--- config.mk ---
export PLATFORM = sky130hd
export DESIGN_NAME = ppfm_top
export DESIGN_NICKNAME = d
export VERILOG_FILES = /design/src/logic/ppfm_pkg.sv /design/src/logic/ppfm_sync.sv /design/src/logic/ppfm_top.sv
export SDC_FILE = /design/constraint.sdc
export NUM_CORES = 1
export LEC_CHECK = 0
export BUFFER_PORTS_ARGS = -buffer_cell sky130_fd_sc_hd__buf_2
export CAP_MARGIN = 10
export CORE_MARGIN = 2
export CORE_UTILIZATION = 40
export CTS_BUF_LIST = sky130_fd_sc_hd__clkbuf_8
export DETAILED_ROUTE_END_ITERATION = 8
export SLEW_MARGIN = 5
export SYNTH_ARGS = -nofsm -noshare
export SYNTH_HDL_FRONTEND = slang
export SYNTH_SLANG_ARGS = --single-unit
--- constraint.sdc ---
create_clock -name mclk -period 3.85 [get_ports mclk]
set_input_delay 0.77 -clock mclk [delete_from_list [all_inputs] [get_ports mclk]]
set_output_delay 0.77 -clock mclk [all_outputs]
set_load 0.02 [all_outputs]
--- src/logic/ppfm_pkg.sv ---
package ppfm_pkg;

   // Register byte offsets on the AXI4-Lite slave
   localparam int          ADDR_W       = 6;
   localparam logic [5:0]  OFF_PA_FUNC  = 6'h00;
   localparam logic [5:0]  OFF_PC_FUNC  = 6'h04;
   localparam logic [5:0]  OFF_PA_OUT   = 6'h08;
   localparam logic [5:0]  OFF_PA_DIR   = 6'h0C;
   localparam logic [5:0]  OFF_PC_OUT   = 6'h10;
   localparam logic [5:0]  OFF_PC_DIR   = 6'h14;
   localparam logic [5:0]  OFF_PA_PIN   = 6'h18;
   localparam logic [5:0]  OFF_PC_PIN   = 6'h1C;
   localparam logic [5:0]  OFF_CPU_CS   = 6'h20;

   // Field positions in port_a_function_reg
   localparam int          PA_CS_BIT    = 3;
   localparam int          PA_FST_BIT   = 4;
   localparam int          PA_FLD_BIT   = 5;
   localparam int          PA_RX0_BIT   = 6;
   localparam int          PA_RX1_BIT   = 7;
   // Field positions in port_c_function_reg
   localparam int          PC_WR_BIT    = 6;
   localparam int          PC_RD_BIT    = 7;
   // Writable masks of the two function registers
   localparam logic [7:0]  PA_FUNC_MASK = 8'hF8;
   localparam logic [7:0]  PC_FUNC_MASK = 8'hC0;

   // Field positions in cpu_control_status_reg
   localparam int          CS_SUSP_BIT  = 0;
   localparam int          CS_GATE_BIT  = 1;
   localparam int          CS_WAKE_BIT  = 2;
   localparam int          CS_HALF_BIT  = 3;

   // Values after reset, and the synchronous serial mode code
   localparam logic [7:0]  RST_FUNC     = 8'h00;
   localparam logic [7:0]  RST_PORT     = 8'h00;
   localparam logic        RST_GATE     = 1'h1;
   localparam logic [1:0]  SER_SYNC     = 2'h0;

   // AXI responses
   localparam logic [1:0]  RESP_OKAY    = 2'h0;
   localparam logic [1:0]  RESP_SLVERR  = 2'h2;

   // Power state of the core oscillator
   typedef enum logic [0:0] {
      PPFM_RUN  = 1'b0,
      PPFM_SUSP = 1'b1
   } ppfm_pwr_t;

   // Alternate-function sources from the core, same clock
   typedef struct packed {
      logic       mem_cs_n;
      logic       mem_wr_n;
      logic       mem_rd_n;
      logic       fifo_wr_n;
      logic       fifo_rd_n;
      logic       s0_data;
      logic [1:0] s0_mode;
      logic       s1_data;
      logic [1:0] s1_mode;
   } ppfm_alt_t;

   // One 8-bit port towards its pads
   typedef struct packed {
      logic [7:0] out;
      logic [7:0] oe_n;
   } ppfm_pins_t;

endpackage : ppfm_pkg

--- src/logic/ppfm_sync.sv ---
`timescale 1ns/1ps
// Two-stage synchroniser; only the second stage is visible outside
module ppfm_sync #(
   parameter int               WIDTH   = 1,
   parameter logic [WIDTH-1:0] RST_VAL = '0
) (
   input  wire logic             mclk,
   input  wire logic             resetn,
   input  wire logic [WIDTH-1:0] d,
   output logic      [WIDTH-1:0] q
);
   logic [WIDTH-1:0] meta_q;

   if (WIDTH < 1) begin : g_chk
      $error("ppfm_sync: WIDTH must be at least 1");
   end

   // First stage feeds the second and nothing else
   always_ff @(posedge mclk or negedge resetn) begin
      if (!resetn) begin
         meta_q <= RST_VAL;
         q      <= RST_VAL;
      end else begin
         meta_q <= d;
         q      <= meta_q;
      end
   end
endmodule : ppfm_sync

--- src/logic/ppfm_top.sv ---
// Behaviour
// Select 0 leaves port A bit 3 input I/O; 1 drives memory chip select.
// FIFO store select 1 drives FIFO write strobe on bit 4, else port I/O.
// FIFO load select 1 drives FIFO read strobe on bit 5, else port I/O.
// Serial 0 echo select resets 0 leaving bit 6 I/O; 1 drives echo.
// Serial 0 echo carries data only in synchronous mode 0, otherwise 1.
// Serial 1 echo select resets 0 leaving bit 7 I/O; 1 drives echo.
// Serial 1 echo carries data only in mode 0; modes 1 to 3 give 1.
// Port C bit 6 select 1 drives memory write strobe, else port I/O.
// Port C bit 7 select 1 drives memory read strobe, else port I/O.
// Clock out runs at twice the reference, or at reference in reduced speed.
// Clock out pin is not driven while the gate bit is 0.
// Wake-up falling edge in suspend restarts oscillator and raises an interrupt.
// Suspend is never entered while wake-up input is held low.
// Select changes reach the pin next cycle; port output latch unchanged.
`timescale 1ns/1ps
module ppfm_top #(
   parameter int CNT_W = 8
) (
   input  wire logic                       mclk,
   input  wire logic                       resetn,
   input  wire logic [ppfm_pkg::ADDR_W-1:0] s_axi_awaddr,
   input  wire logic                       s_axi_awvalid,
   output logic                            s_axi_awready,
   input  wire logic [31:0]                s_axi_wdata,
   input  wire logic [3:0]                 s_axi_wstrb,
   input  wire logic                       s_axi_wvalid,
   output logic                            s_axi_wready,
   output logic      [1:0]                 s_axi_bresp,
   output logic                            s_axi_bvalid,
   input  wire logic                       s_axi_bready,
   input  wire logic [ppfm_pkg::ADDR_W-1:0] s_axi_araddr,
   input  wire logic                       s_axi_arvalid,
   output logic                            s_axi_arready,
   output logic      [31:0]                s_axi_rdata,
   output logic      [1:0]                 s_axi_rresp,
   output logic                            s_axi_rvalid,
   input  wire logic                       s_axi_rready,
   input  wire ppfm_pkg::ppfm_alt_t        alt,
   input  wire logic [7:0]                 pa_in,
   output ppfm_pkg::ppfm_pins_t            pa_pins,
   input  wire logic [7:0]                 pc_in,
   output ppfm_pkg::ppfm_pins_t            pc_pins,
   input  wire logic                       ref_clk_in,
   input  wire logic                       half_speed_strap,
   input  wire logic                       wakeup_n,
   output logic                            clock_out_pin,
   output logic                            clock_out_oe_n,
   output logic                            osc_run,
   output logic                            wake_irq
);
   import ppfm_pkg::*;

   if (CNT_W < 3) begin : g_chk
      $error("ppfm_top: CNT_W must be at least 3");
   end

   // Echo output: data only in synchronous mode, idle high otherwise
   function automatic logic ppfm_echo(input logic data, input logic [1:0] mode);
      return (mode == SER_SYNC) ? data : 1'h1;
   endfunction : ppfm_echo

   // Address decode shared by the read and the write path
   function automatic logic ppfm_mapped(input logic [ADDR_W-1:0] a);
      return (a == OFF_PA_FUNC) || (a == OFF_PC_FUNC) || (a == OFF_PA_OUT) ||
             (a == OFF_PA_DIR)  || (a == OFF_PC_OUT)  || (a == OFF_PC_DIR) ||
             (a == OFF_PA_PIN)  || (a == OFF_PC_PIN)  || (a == OFF_CPU_CS);
   endfunction : ppfm_mapped

   logic [7:0]        port_a_function_reg_q;
   logic [7:0]        port_c_function_reg_q;
   logic [7:0]        pa_out_q;
   logic [7:0]        pa_dir_q;
   logic [7:0]        pc_out_q;
   logic [7:0]        pc_dir_q;
   logic              clock_out_gate_q;
   logic              wake_flag_q;
   ppfm_pwr_t         pwr_q;
   ppfm_pwr_t         pwr_d;
   logic              wake_d_q;
   logic [ADDR_W-1:0] waddr_q;
   logic [7:0]        wbyte_q;
   logic              wstrb0_q;
   logic              aw_have_q;
   logic              w_have_q;
   logic              bvalid_q;
   logic [1:0]        bresp_q;
   logic              rvalid_q;
   logic [1:0]        rresp_q;
   logic [31:0]       rdata_q;
   logic [7:0]        pa_sync;
   logic [7:0]        pc_sync;
   logic              ref_sync;
   logic              half_sync;
   logic              wake_sync;
   logic              ref_d_q;
   logic [CNT_W-1:0]  cnt_q;
   logic [CNT_W-1:0]  half_per_q;
   logic              dbl_q;
   logic              clk_out_q;
   logic              clk_oe_n_q;

   // Every pad input and the strap pass two flops first
   ppfm_sync #(
      .WIDTH   (19),
      .RST_VAL (19'h00001)
   ) u_sync (
      .mclk   (mclk),
      .resetn (resetn),
      .d      ({pa_in, pc_in, ref_clk_in, half_speed_strap, wakeup_n}),
      .q      ({pa_sync, pc_sync, ref_sync, half_sync, wake_sync})
   );

   // AXI handshakes; one write and one read in flight at most
   wire do_wr = aw_have_q && w_have_q;
   wire rd_go = s_axi_arvalid && !rvalid_q;
   assign s_axi_awready = !aw_have_q && !bvalid_q;
   assign s_axi_wready  = !w_have_q && !bvalid_q;
   assign s_axi_arready = !rvalid_q;
   assign s_axi_bvalid  = bvalid_q;
   assign s_axi_bresp   = bresp_q;
   assign s_axi_rvalid  = rvalid_q;
   assign s_axi_rresp   = rresp_q;
   assign s_axi_rdata   = rdata_q;

   // Byte lane 0 carries every register; other lanes are ignored
   wire wr_ok    = do_wr && wstrb0_q;
   wire wr_pa_fn = wr_ok && (waddr_q == OFF_PA_FUNC);
   wire wr_pc_fn = wr_ok && (waddr_q == OFF_PC_FUNC);
   wire wr_pa_o  = wr_ok && (waddr_q == OFF_PA_OUT);
   wire wr_pa_d  = wr_ok && (waddr_q == OFF_PA_DIR);
   wire wr_pc_o  = wr_ok && (waddr_q == OFF_PC_OUT);
   wire wr_pc_d  = wr_ok && (waddr_q == OFF_PC_DIR);
   wire wr_cs    = wr_ok && (waddr_q == OFF_CPU_CS);
   wire susp_req = wr_cs && wbyte_q[CS_SUSP_BIT];
   wire wake_clr = wr_cs && wbyte_q[CS_WAKE_BIT];

   // Capture address and data in either order
   always_ff @(posedge mclk or negedge resetn) begin
      if (!resetn) begin
         aw_have_q <= 1'h0;
         w_have_q  <= 1'h0;
         waddr_q   <= '0;
         wbyte_q   <= 8'h00;
         wstrb0_q  <= 1'h0;
      end else begin
         if (s_axi_awvalid && s_axi_awready) begin
            aw_have_q <= 1'h1;
            waddr_q   <= s_axi_awaddr;
         end else if (do_wr) begin
            aw_have_q <= 1'h0;
         end
         if (s_axi_wvalid && s_axi_wready) begin
            w_have_q <= 1'h1;
            wbyte_q  <= s_axi_wdata[7:0];
            wstrb0_q <= s_axi_wstrb[0];
         end else if (do_wr) begin
            w_have_q <= 1'h0;
         end
      end
   end

   // Write response one cycle after both halves are held
   always_ff @(posedge mclk or negedge resetn) begin
      if (!resetn) begin
         bvalid_q <= 1'h0;
         bresp_q  <= RESP_OKAY;
      end else if (do_wr) begin
         bvalid_q <= 1'h1;
         bresp_q  <= ppfm_mapped(waddr_q) ? RESP_OKAY : RESP_SLVERR;
      end else if (s_axi_bready) begin
         bvalid_q <= 1'h0;
      end
   end

   // Read word selection; status bits show live state
   wire [7:0] cs_rd = {4'h0, half_sync, wake_flag_q, clock_out_gate_q,
                       pwr_q == PPFM_SUSP};
   wire [7:0] rd_byte =
      (s_axi_araddr == OFF_PA_FUNC) ? port_a_function_reg_q :
      (s_axi_araddr == OFF_PC_FUNC) ? port_c_function_reg_q :
      (s_axi_araddr == OFF_PA_OUT)  ? pa_out_q :
      (s_axi_araddr == OFF_PA_DIR)  ? pa_dir_q :
      (s_axi_araddr == OFF_PC_OUT)  ? pc_out_q :
      (s_axi_araddr == OFF_PC_DIR)  ? pc_dir_q :
      (s_axi_araddr == OFF_PA_PIN)  ? pa_sync :
      (s_axi_araddr == OFF_PC_PIN)  ? pc_sync :
      (s_axi_araddr == OFF_CPU_CS)  ? cs_rd : 8'h00;

   // Read answer one cycle after the address is taken
   always_ff @(posedge mclk or negedge resetn) begin
      if (!resetn) begin
         rvalid_q <= 1'h0;
         rresp_q  <= RESP_OKAY;
         rdata_q  <= 32'h00000000;
      end else if (rd_go) begin
         rvalid_q <= 1'h1;
         rresp_q  <= ppfm_mapped(s_axi_araddr) ? RESP_OKAY : RESP_SLVERR;
         rdata_q  <= {24'h000000, rd_byte};
      end else if (s_axi_rready) begin
         rvalid_q <= 1'h0;
      end
   end

   // Function selects and port latches are separate flops, so a
   // select change never disturbs the latched output value
   always_ff @(posedge mclk or negedge resetn) begin
      if (!resetn) begin
         port_a_function_reg_q <= RST_FUNC;
         port_c_function_reg_q <= RST_FUNC;
         pa_out_q              <= RST_PORT;
         pa_dir_q              <= RST_PORT;
         pc_out_q              <= RST_PORT;
         pc_dir_q              <= RST_PORT;
         clock_out_gate_q      <= RST_GATE;
      end else begin
         if (wr_pa_fn) port_a_function_reg_q <= wbyte_q & PA_FUNC_MASK;
         if (wr_pc_fn) port_c_function_reg_q <= wbyte_q & PC_FUNC_MASK;
         if (wr_pa_o)  pa_out_q <= wbyte_q;
         if (wr_pa_d)  pa_dir_q <= wbyte_q;
         if (wr_pc_o)  pc_out_q <= wbyte_q;
         if (wr_pc_d)  pc_dir_q <= wbyte_q;
         if (wr_cs)    clock_out_gate_q <= wbyte_q[CS_GATE_BIT];
      end
   end

   // Alternate values per pin; unused positions are never selected
   wire [7:0] pa_alt = {ppfm_echo(alt.s1_data, alt.s1_mode),
                        ppfm_echo(alt.s0_data, alt.s0_mode),
                        alt.fifo_rd_n, alt.fifo_wr_n,
                        alt.mem_cs_n, 3'h7};
   wire [7:0] pc_alt = {alt.mem_rd_n, alt.mem_wr_n, 6'h3F};

   // Per-pin mux: function select wins, else latch with direction
   for (genvar i = 0; i < 8; i++) begin : g_pin
      assign pa_pins.out[i]  = port_a_function_reg_q[i] ? pa_alt[i] : pa_out_q[i];
      assign pa_pins.oe_n[i] = port_a_function_reg_q[i] ? 1'h0 : ~pa_dir_q[i];
      assign pc_pins.out[i]  = port_c_function_reg_q[i] ? pc_alt[i] : pc_out_q[i];
      assign pc_pins.oe_n[i] = port_c_function_reg_q[i] ? 1'h0 : ~pc_dir_q[i];
   end

   // Reference edge timing; the doubled clock is only as fine as the
   // core clock allows, so expect jitter of one core cycle
   wire ref_edge = ref_sync ^ ref_d_q;
   wire [CNT_W-1:0] cnt_inc = (cnt_q == '1) ? cnt_q : cnt_q + 1'b1;
   always_ff @(posedge mclk or negedge resetn) begin
      if (!resetn) begin
         ref_d_q    <= 1'h0;
         cnt_q      <= '0;
         half_per_q <= '0;
         dbl_q      <= 1'h0;
      end else begin
         ref_d_q <= ref_sync;
         if (ref_edge) begin
            cnt_q      <= '0;
            half_per_q <= cnt_inc;
            dbl_q      <= 1'h1;
         end else begin
            cnt_q <= cnt_inc;
            if (cnt_inc >= (half_per_q >> 1)) dbl_q <= 1'h0;
         end
      end
   end

   // Clock out pin: gated off and released when the gate bit is low
   always_ff @(posedge mclk or negedge resetn) begin
      if (!resetn) begin
         clk_out_q  <= 1'h0;
         clk_oe_n_q <= 1'h1;
      end else begin
         clk_out_q  <= clock_out_gate_q & (half_sync ? ref_sync : dbl_q);
         clk_oe_n_q <= ~clock_out_gate_q;
      end
   end
   assign clock_out_pin  = clk_out_q;
   assign clock_out_oe_n = clk_oe_n_q;

   // Suspend control; a held-low wake input refuses the request
   wire wake_fall = wake_d_q & ~wake_sync;
   always_comb begin
      pwr_d = pwr_q;
      unique case (pwr_q)
         PPFM_RUN:  if (susp_req && wake_sync) pwr_d = PPFM_SUSP;
         PPFM_SUSP: if (wake_fall) pwr_d = PPFM_RUN;
      endcase
   end

   // Wake flag: a new wake edge wins over a clear in the same cycle
   always_ff @(posedge mclk or negedge resetn) begin
      if (!resetn) begin
         pwr_q       <= PPFM_RUN;
         wake_d_q    <= 1'h1;
         wake_flag_q <= 1'h0;
      end else begin
         pwr_q    <= pwr_d;
         wake_d_q <= wake_sync;
         if (pwr_q == PPFM_SUSP && wake_fall) wake_flag_q <= 1'h1;
         else if (wake_clr) wake_flag_q <= 1'h0;
      end
   end
   assign osc_run  = (pwr_q == PPFM_RUN);
   assign wake_irq = wake_flag_q;
endmodule : ppfm_top
# Word level (Yosys, flattened, before mapping)
# Index checks and enable logic that the tools add are counted.
[word_totals]
register_bits = 132
inputBits = 85
wordCells = 161
[classes]
n_addsub = 1
n_lt_le_gt_ge = 1
eq_ne = 17
mux = 44
n_bitwise = 22
n_reduce_logical = 48
[op_table]
columns = ["operator", "count"]
rows = [
  ["two-way mux 8 bit", 10],
  ["equality test 6 x 5 -> 1 bit, second input constant", 8],
  ["two-way mux 1 bit", 30],
  ["equality test 6 x 4 -> 1 bit, second input constant", 4],
  ["NOT 1 bit", 19],
  ["logical AND 1 bit", 18],
  ["logical OR 1 bit", 16],
  ["equality test 6 x 3 -> 1 bit, second input constant", 2],
  ["equality test 6 bit, second input constant", 2],
  ["logical NOT 6 bit", 2],
  ["nonzero test 2 bit", 6],
  ["adder 8 x 1 -> 8 bit, second input constant", 1],
  ["equality test 8 bit, second input constant", 1],
  [">= comparator 8 x 7 -> 1 bit", 1],
  ["logical NOT 1 bit", 4],
  ["logical NOT 2 bit", 2],
  ["two-way mux 2 bit", 2],
  ["two-way mux 4 bit", 1],
  ["AND 1 bit", 2],
  ["case mux 1 bit (2 select lines)", 1],
  ["bitwise XOR 1 bit", 1],
]

# Logic depth before layout (Yosys ltp)
# Gate-level depths: netlist (run 1).
[depth]
ltp_word = 10
depth_mapped = 11

# Hierarchy
# From an unflattened synthesis (run 1), not the netlist that was laid out.
[unflattened]
hier_cells = 481
area_unflattened_um2 = 5803.1
[modules_own_cells]
columns = ["mod", "n_inst", "cells_per_inst", "area_per_inst_um2"]
rows = [
  ["ppfm_top", 1, 443, 4849.7],
  ["ppfm_sync", 1, 38, 953.4],
]

# Worst setup path before layout (run 1)
# Ideal clock, no wire load.
[synth_path]
path_type = "register to register"
start = "register cnt_q[3]"
end = "register dbl_q"
arrival_ns = 1.888
required_time_ns = 3.767
path_slack_ns = 1.879
stages_incl_launch_ff = 11
synth_period_minus_slack_ns = 1.971
cell_sequence = "dfrtp_1 -> and4_1 -> nand4_1 -> nand4_1 -> xor2_1 -> inv_1 -> ha_1 -> a21o_1 -> nand2_1 -> nand4b_1 -> o21ai_0"
[synth_between]
elab_chain_len = 4
word_cells_on_any_way = 5
[synth_lines]
columns = ["element", "line", "rtl"]
rows = [
  ["from (decl)", "ppfm_top.sv:97", "logic [CNT_W-1:0] cnt_q;"],
  ["from (signal assigned)", "ppfm_top.sv:259", "cnt_q <= cnt_inc;"],
  ["adder 8 x 1 -> 8 bit / equality test 8 bit (equally long branches)", "ppfm_top.sv:245", "wire [CNT_W-1:0] cnt_inc = (cnt_q == '1) ? cnt_q : cnt_q + 1'b1;"],
  ["two-way mux 8 bit *", "ppfm_top.sv:245", ""],
  ["via cnt_inc[5]", "ppfm_top.sv:245", ""],
  [">= comparator 8 x 7 -> 1 bit *", "ppfm_top.sv:260", "if (cnt_inc >= (half_per_q >> 1)) dbl_q <= 1'h0;"],
  ["nonzero test 2 bit (no line) *", "-", ""],
  ["to (signal assigned)", "ppfm_top.sv:251", "dbl_q <= 1'h0;"],
  ["to (signal assigned)", "ppfm_top.sv:257", "dbl_q <= 1'h1;"],
  ["to (signal assigned)", "ppfm_top.sv:260", ""],
  ["to (decl)", "ppfm_top.sv:99", "logic dbl_q;"],
]
# Mark *: on every way through the listed nets, which the timed path passes. The rest lies on a longest branch.
# A chain may end at the register's enable or synchronous reset.

# Final worst setup path (run 1)
[layout_path]
start = "register cnt_q[0]"
end = "register dbl_q"
# Same word-level chain as after synthesis.

==> key figures, run 1 <==
Status
  • Status: complete, no violations

Pwr
  • Leak: approximately 0.0033 uW
  • Final Power: approximately 4100 uW
  • Power Dens Cells: ~600 nW/um2
  • Max rail drop VDD: about 0.26 mV

STA
  • Slew HR: roughly 31%
  • Final period demand of the worst path: 2.22 ns
  • Min Hold Slack: between 0.3 and 0.4 ns
  • Endpoints failing setup: 0
  • Slew Limit Fails: 0
  • Layout Skew: 0.0111 ns
  • Final worst slack: approximately 1.6 ns
  • Hold Fails Final Rpt: 0
  • RSZ-0062 raised after global routing: false
  • Final period utilization: between 50% and 60%
  • Setup TNS Final: 0 ns
  • Worst-Margin Slew: approximately 1 ns
  • Highest Clock Rate: about 450 MHz

Floorplanning
  • Starting Density: 40.7%
  • Die height: between 100 and 150 um
  • Number of cell rows: 44
  • I/O pin cnt: approximately 160
  • DIE WIDTH: ~130 um
  • Core area: 14500 um2
  • Die ar.: 15700 um2

Route
  • Drt pass-1 iters: 4
  • Drt wl/cell: about 17 um
  • Vias per cell: between 5 and 6
  • First-iteration detailed-routing DRC count: approximately 250
  • DRC viols: 0
  • Post-route ant nets: 0
  • Vias: around 4000
  • Post-Route WL: approximately 13 mm

Clock tree
  • Post-CTS Setup Inserts: 0
  • Post-CTS Hold Buffers: 0
  • # clock sinks: about 130
  • Total CTS buffers: 17
  • Reg clk slew, reported paths: ~0.070 ns
  • Worst-skew pair later-pin latency: 0.44 ns
  • H-tree levels: 4
  • Clk root buf: clkbuf_8
  • CTS resizes: 0
  • CTS max path bufs: 2
  • CTS tree: built

Yosys
  • Seq/Total Area, Yosys: 54.9%
  • Seq cells post-synth: roughly 130
  • Distinct cell type count after synthesis: 61
  • Synthesized cell area: between 5000 and 6000 um2
  • Synth Flop Type: dfrtp_1
  • Post-synth EDFFs: 0
  • Syn Area/Cell: between 10 and 15 um2
  • Synth Warn #: 0
  • Gate Count Post-Synth: 495
  • Share of flip-flops with an asynchronous set or reset: 100%

Global routing
  • Largest net degree at the start of global routing: between 80 and 90
  • Vias in the first global route: between 4000 and 5000
  • GRT Resource Usage Total: about 17%
  • Number of antenna violations at the first check in global routing: 0
  • Global-route wire length before repair: 21.0 mm
  • Global route overflow: 0

Final layout
  • Number of diodes: 0
  • Total Nets Final: 689
  • Layout cells sized above 1: a little over a third
  • Area Growth Syn to Fin: 15.0%

Job
  • Max Cap Viol: 0

Placed design
  • Pre-CTS WS: ~1.3 ns
  • Port Buffer Count: around 110
  • Dpl hpwl: about 9.4 mm
  • GPL Wtd Cong: 0.783

Critical path
  • Startpoint type of the worst setup path: flop
  • Worst EP arrival: about 2.6 ns
  • CP required: 4.20 ns
  • Crit Path Class: flop to flop
  • Largest fanout on the critical path: 5
  • Crit end category: flop

Min path
  • Worst min path class: input pin to asynchronous set/reset pin
## state kept, by name, indices dropped and copies added (netlist names), 2 cells and up
register / cells
cnt_q: 8
half_per_q: 7
pa_dir_q: 8
pa_out_q: 8
pc_dir_q: 8
pc_out_q: 8
port_a_function_reg_q: 5
port_c_function_reg_q: 2
s_axi_rdata: 8
u_sync.meta_q: 19
u_sync.q: 19
waddr_q: 6
wbyte_q: 8
## critical path, stage by stage (launching register included)
cell	delay, ns
dfrtp_1	0.42
ha_1	0.27
nand4_1	0.19
mux2i_1	0.31
inv_1	0.07
ha_1	0.26
o21ai_0	0.15
a21oi_1	0.06
nor3_1	0.18
nor2_1	0.08
o21ai_0	0.15
## routing by layer
metal / global-route usage [%] / share of wire (%)
met1: 22.1 / 44
met2: 27.1 / 48
met3: 6.08 / 6.5
met4: 7.25 / 1.7
met5: 0 / 0
## power by group
group / switching, uW / internal, uW / leakage [uW]
clock: 488 / 521 / 0.000198
combinational: 615 / 486 / 0.00146
sequential: 309 / 1640 / 0.00163
total: 1410 / 2640 / 0.00328
## synth_stat cells, types with 2 or more instances
master,instances,area [um2]
clkbuf_1,4,15.0
xnor2_1,2,17.5
nor3_1,7,35.0
buf_4,37,278
mux2i_1,6,60.1
nor3_2,2,20.0
nand2b_1,6,37.5
o21ai_0,19,95.1
a32oi_1,4,35.0
inv_1,30,113
nand3_4,2,35.0
mux2_4,8,120
dfstp_2,5,131
a31oi_1,4,25.0
nand3_1,10,50.1
mux2_2,56,631
nand4_1,3,18.8
and2_1,3,18.8
nand2_1,25,93.8
nor3_4,2,32.5
o22ai_1,6,37.5
ha_1,8,100
nor2_1,36,135
a221oi_1,3,26.3
o22a_1,5,43.8
buf_2,9,45.0
o21a_1,3,22.5
a21oi_1,25,125
nor2b_1,4,25.0
o2111ai_1,3,26.3
xor2_1,3,26.3
dfrtp_1,124,3100
o2111a_1,3,33.8
## worst paths after layout
path	slack (ns)	endpoint	cells past startpoint	from
hold reg to reg	0.35	u_sync.q[16]	0	u_sync.meta_q[16]
max in group asynchronous	2.61	clock_out_oe_n	2	resetn
min in group mclk	0.35	u_sync.q[16]	0	u_sync.meta_q[16]
hold / removal	0.35	s_axi_bvalid	1	resetn
setup / recovery	1.63	dbl_q	10	cnt_q[0]
setup reg to reg	1.63	dbl_q	10	cnt_q[0]
## layout by cell type (no fill, tap or decap), drive strengths merged, types with 6 or more instances in the layout
master	synthesis	final
a21oi	25	25
buf	47	109
clkbuf	5	19
conb	1	26
dfrtp	124	124
ha	8	8
inv	30	36
mux2	65	65
mux2i	6	6
nand2	25	25
nand2b	7	7
nand3	13	13
nor2	38	38
nor3	11	11
o21ai	19	19
o22ai	6	6
## cell type report
type,count,area (um2)
repair buffers,109,563
fillers,1370,7700
clock inverters,12,80.1
clock buffers,19,262
flip-flops and latches,129,3230
multi-input cells,309,2290
inverters,30,113
well taps,184,230
## through the flow
step	cell area, um2	util (%)	std cells
3_5_place_dp	6430	44.4	761
3_3_place_gp	6430	44.4	761
5_1_grt	6780	46.8	792
4_1_cts	6780	46.8	792
2_1_floorplan	5990	-	520
6_report	6780	46.8	792
## kinds of logic (layout without fill, tap and decap cells)
| kind of cell | count (synthesis) | count (layout) | share of synthesized area [%] |
|---|---|---|---|
| AO/OA/AOI/OAI | 83 | 83 | 9.13 |
| XOR/XNOR | 5 | 5 | 0.743 |
| AND/OR/NAND/NOR | 115 | 115 | 11.4 |
| adder cells (fa/ha/maj) | 8 | 8 | 1.70 |
| buffers and inverters | 82 | 170 | 7.79 |
| multiplexers | 72 | 72 | 14.3 |
| other | 1 | 26 | 0.0636 |
| flip-flops | 129 | 129 | 54.9 |
Note: power is estimated with default switching activity, not from simulation.
==> inputs of run 2 (changes only) <==
--- a/config.mk
+++ b/config.mk
@@ -11,6 +11,7 @@
 export CORE_UTILIZATION = 40
 export CTS_BUF_LIST = sky130_fd_sc_hd__clkbuf_8
 export DETAILED_ROUTE_END_ITERATION = 8
+export PLACE_DENSITY = 0.66
 export SLEW_MARGIN = 5
 export SYNTH_ARGS = -nofsm -noshare
 export SYNTH_HDL_FRONTEND = slang
==> constraint.sdc (replaced) <==
create_clock -name mclk -period 1.9 [get_ports mclk]
set_input_delay 0.38 -clock mclk [delete_from_list [all_inputs] [get_ports mclk]]
set_output_delay 0.38 -clock mclk [all_outputs]
set_load 0.02 [all_outputs]
==> key figures, run 2 (synthesis results as in run 1) <==
Route
  • Drt pass-1 iters: 4 (unchanged)
  • Vias per cell: 5.00 (was 5.04)
  • First-iteration detailed-routing DRC count: 213 (was 247)
  • DRC viols: 0 (unchanged)
  • Post-Route WL: 13.4 mm (was 13.1 mm)
  • Post-route ant nets: 0 (unchanged)
  • Drt wl/cell: 16.2 um (was 16.6 um)
  • Vias: 4139 (was 3995)

Global routing
  • Vias in the first global route: 4212 (was 4032)
  • Global route overflow: 0 (unchanged)
  • GRT Resource Usage Total: 17.9% (was 17.4%)
  • Largest net degree at the start of global routing: 129 (was 82)
  • Global-route wire length before repair: 21.9 mm (was 21.0 mm)
  • Number of antenna violations at the first check in global routing: 0 (unchanged)

Pwr
  • Leak: 0.00348 uW (was 0.00328 uW)
  • Max rail drop VDD: 0.468 mV (was 0.265 mV)
  • Final Power: 8950 uW (was 4060 uW)
  • Power Dens Cells: 1240 nW/um2 (was 599 nW/um2)

Critical path
  • Startpoint type of the worst setup path: flop (unchanged)
  • CP required: 2.26 ns (was 4.20 ns)
  • Crit Path Class: flop to flop (unchanged)
  • Crit end category: flop (unchanged)
  • Largest fanout on the critical path: 3 (was 5)
  • Worst EP arrival: 2.35 ns (was 2.57 ns)

Clock tree
  • Total CTS buffers: 17 (unchanged)
  • CTS max path bufs: 2 (unchanged)
  • CTS tree: built (unchanged)
  • Reg clk slew, reported paths: 0.08 ns (was 0.07 ns)
  • Worst-skew pair later-pin latency: 0.43 ns (was 0.44 ns)
  • Clk root buf: clkbuf_8 (unchanged)
  • H-tree levels: 4 (unchanged)
  • # clock sinks: 129 (unchanged)

Placed design
  • Area after DPL: 6640 um2 (was 6430 um2)
  • Port Buffer Count: 108 (unchanged)
  • GPL Wtd Cong: 0.847 (was 0.783)
  • Dpl hpwl: 9.66 mm (was 9.40 mm)

Floorplanning
  • DIE WIDTH: 125 um (unchanged)
  • Core area: 14500 um2 (unchanged)
  • Die ar.: 15700 um2 (unchanged)
  • Starting Density: 40.7% (unchanged)
  • I/O pin cnt: 162 (unchanged)
  • Number of cell rows: 44 (unchanged)
  • Die height: 125 um (unchanged)

Status
  • Status: finished with violations (was complete, no violations)
  • Failing checks: negative setup slack

STA
  • Final period demand of the worst path: 1.99 ns (was 2.22 ns)
  • Hold Fails Final Rpt: 0 (unchanged)
  • Slew Limit Fails: 0 (unchanged)
  • Endpoints failing setup: 1 (was 0)
  • Slew HR: 51.8% (was 31.3%)
  • Highest Clock Rate: 503 MHz (was 451 MHz)
  • RSZ-0062 raised after global routing: true (was false)
  • Min Hold Slack: 0.0431 ns (was 0.348 ns)
  • Final worst slack: -0.0879 ns (was 1.63 ns)
  • Worst-Margin Slew: 0.723 ns (was 1.03 ns)
  • Layout Skew: 0.00943 ns (was 0.0111 ns)
  • Final period utilization: 105% (was 57.5%)

Final layout
  • Design area: 7210 um2 (was 6780 um2)
  • Number of diodes: 0 (unchanged)
  • Fill cells: 1286 (was 1370)
  • Layout cells sized above 1: 41.8% (was 36.3%)
  • Total Nets Final: 723 (was 689)
  • Most common cell after layout, fill and taps aside: dfrtp_1 (unchanged)
  • Area Growth Syn to Fin: 22.3% (was 15.0%)
  • Commonest cells after routing, fill and taps aside: 124 x dfrtp_1, 107 x buf_2, 56 x mux2_2, 35 x nor2_1, 33 x buf_4 (was 124 x dfrtp_1, 107 x buf_2, 56 x mux2_2, 36 x inv_1, 36 x nor2_1)
  • Largest regs: u_sync.meta_q x19, u_sync.q x19 (unchanged)
  • Final Util: 49.8% (was 46.8%)

Min path
  • Worst min path class: input pin to flop (was input pin to asynchronous set/reset pin)

Job
  • Max Cap Viol: 0 (unchanged)
[run 2: cell types whose count changed in the layout (fill, tap and decap cells not counted), sizes merged]
cell         before  now
buf             109  142
bufinv            1    4
clkbuf           19   21
clkinvlp          1    2
dlygate4sd3       0    1
inv              36   31
[run 2: final cells by class]
cell class	count	area, um2	area share [%]
Clock buffer	21	289	4.01
Clock inverter	11	159	2.20
Inverter	30	113	1.56
Multi-Input combinational cell	309	2360	32.7
Sequential cell	129	3230	44.9
Tap cell	184	230	3.19
Timing Repair Buffer	143	825	11.4
[run 2: report_power, final]
group          internal (uW)  total [uW]  switching [uW]
Combinational           1100        2420            1320
Clock                   1560        2610            1050
Sequential              3320        3920             604
[run 2: routing by layer]
metal	GRT usage (%)	vias up	wire length, um	share of wire (%)
met5	0	-	0	0
met2	29.8	120	6780	50
met4	5.16	0	217	1.6
met1	22.6	2061	5730	43
met3	5.43	19	706	5.3
li1	-	1939	-	-
[run 2: worst max-delay path: stages (launching register included)]
cell and delay (ns):
dfrtp_1 0.41, buf_4 0.18, nand3_1 0.12, inv_1 0.08
nand4_1 0.11, xor2_1 0.25, inv_1 0.11, ha_4 0.22
a21o_1 0.15, nand2_1 0.07, nand4b_1 0.09, o21ai_1 0.12
[run 2: per-stage QoR]
step	std cells	setup TNS (ns)	setup WS, ns
after floorplan	520	-0.0112	-0.0112
after global placement	788	-0.0298	-0.0298
after detailed placement	788	-0.127	-0.127
after CTS	825	-0.0628	-0.0628
after global routing	827	-0.201	-0.201
final	827	-0.0879	-0.0879
[run 2: what timing repair did]
action,CTS,global route
setup buffers,4,2
gates cloned,0,0
gates resized for setup,6,6
pin swaps,5,4
hold endpoints to repair,1,0
hold buffers,1,0
setup endpoints to repair,1,1
[run 2: final timing paths]
| path | start | to | slack, ns | depth (start not counted) |
|---|---|---|---|---|
| worst max-delay path | cnt_q[0] | dbl_q | -0.09 | 11 |
| worst min-delay path | pc_in[1] | u_sync.meta_q[4] | 0.04 | 1 |
| worst max register to register | cnt_q[0] | dbl_q | -0.09 | 11 |
| worst min register to register | u_sync.meta_q[12] | u_sync.q[12] | 0.34 | 0 |
| max in group asynchronous | resetn | cnt_q[2] | 0.76 | 3 |
| min in group asynchronous | resetn | s_axi_bvalid | 0.27 | 2 |
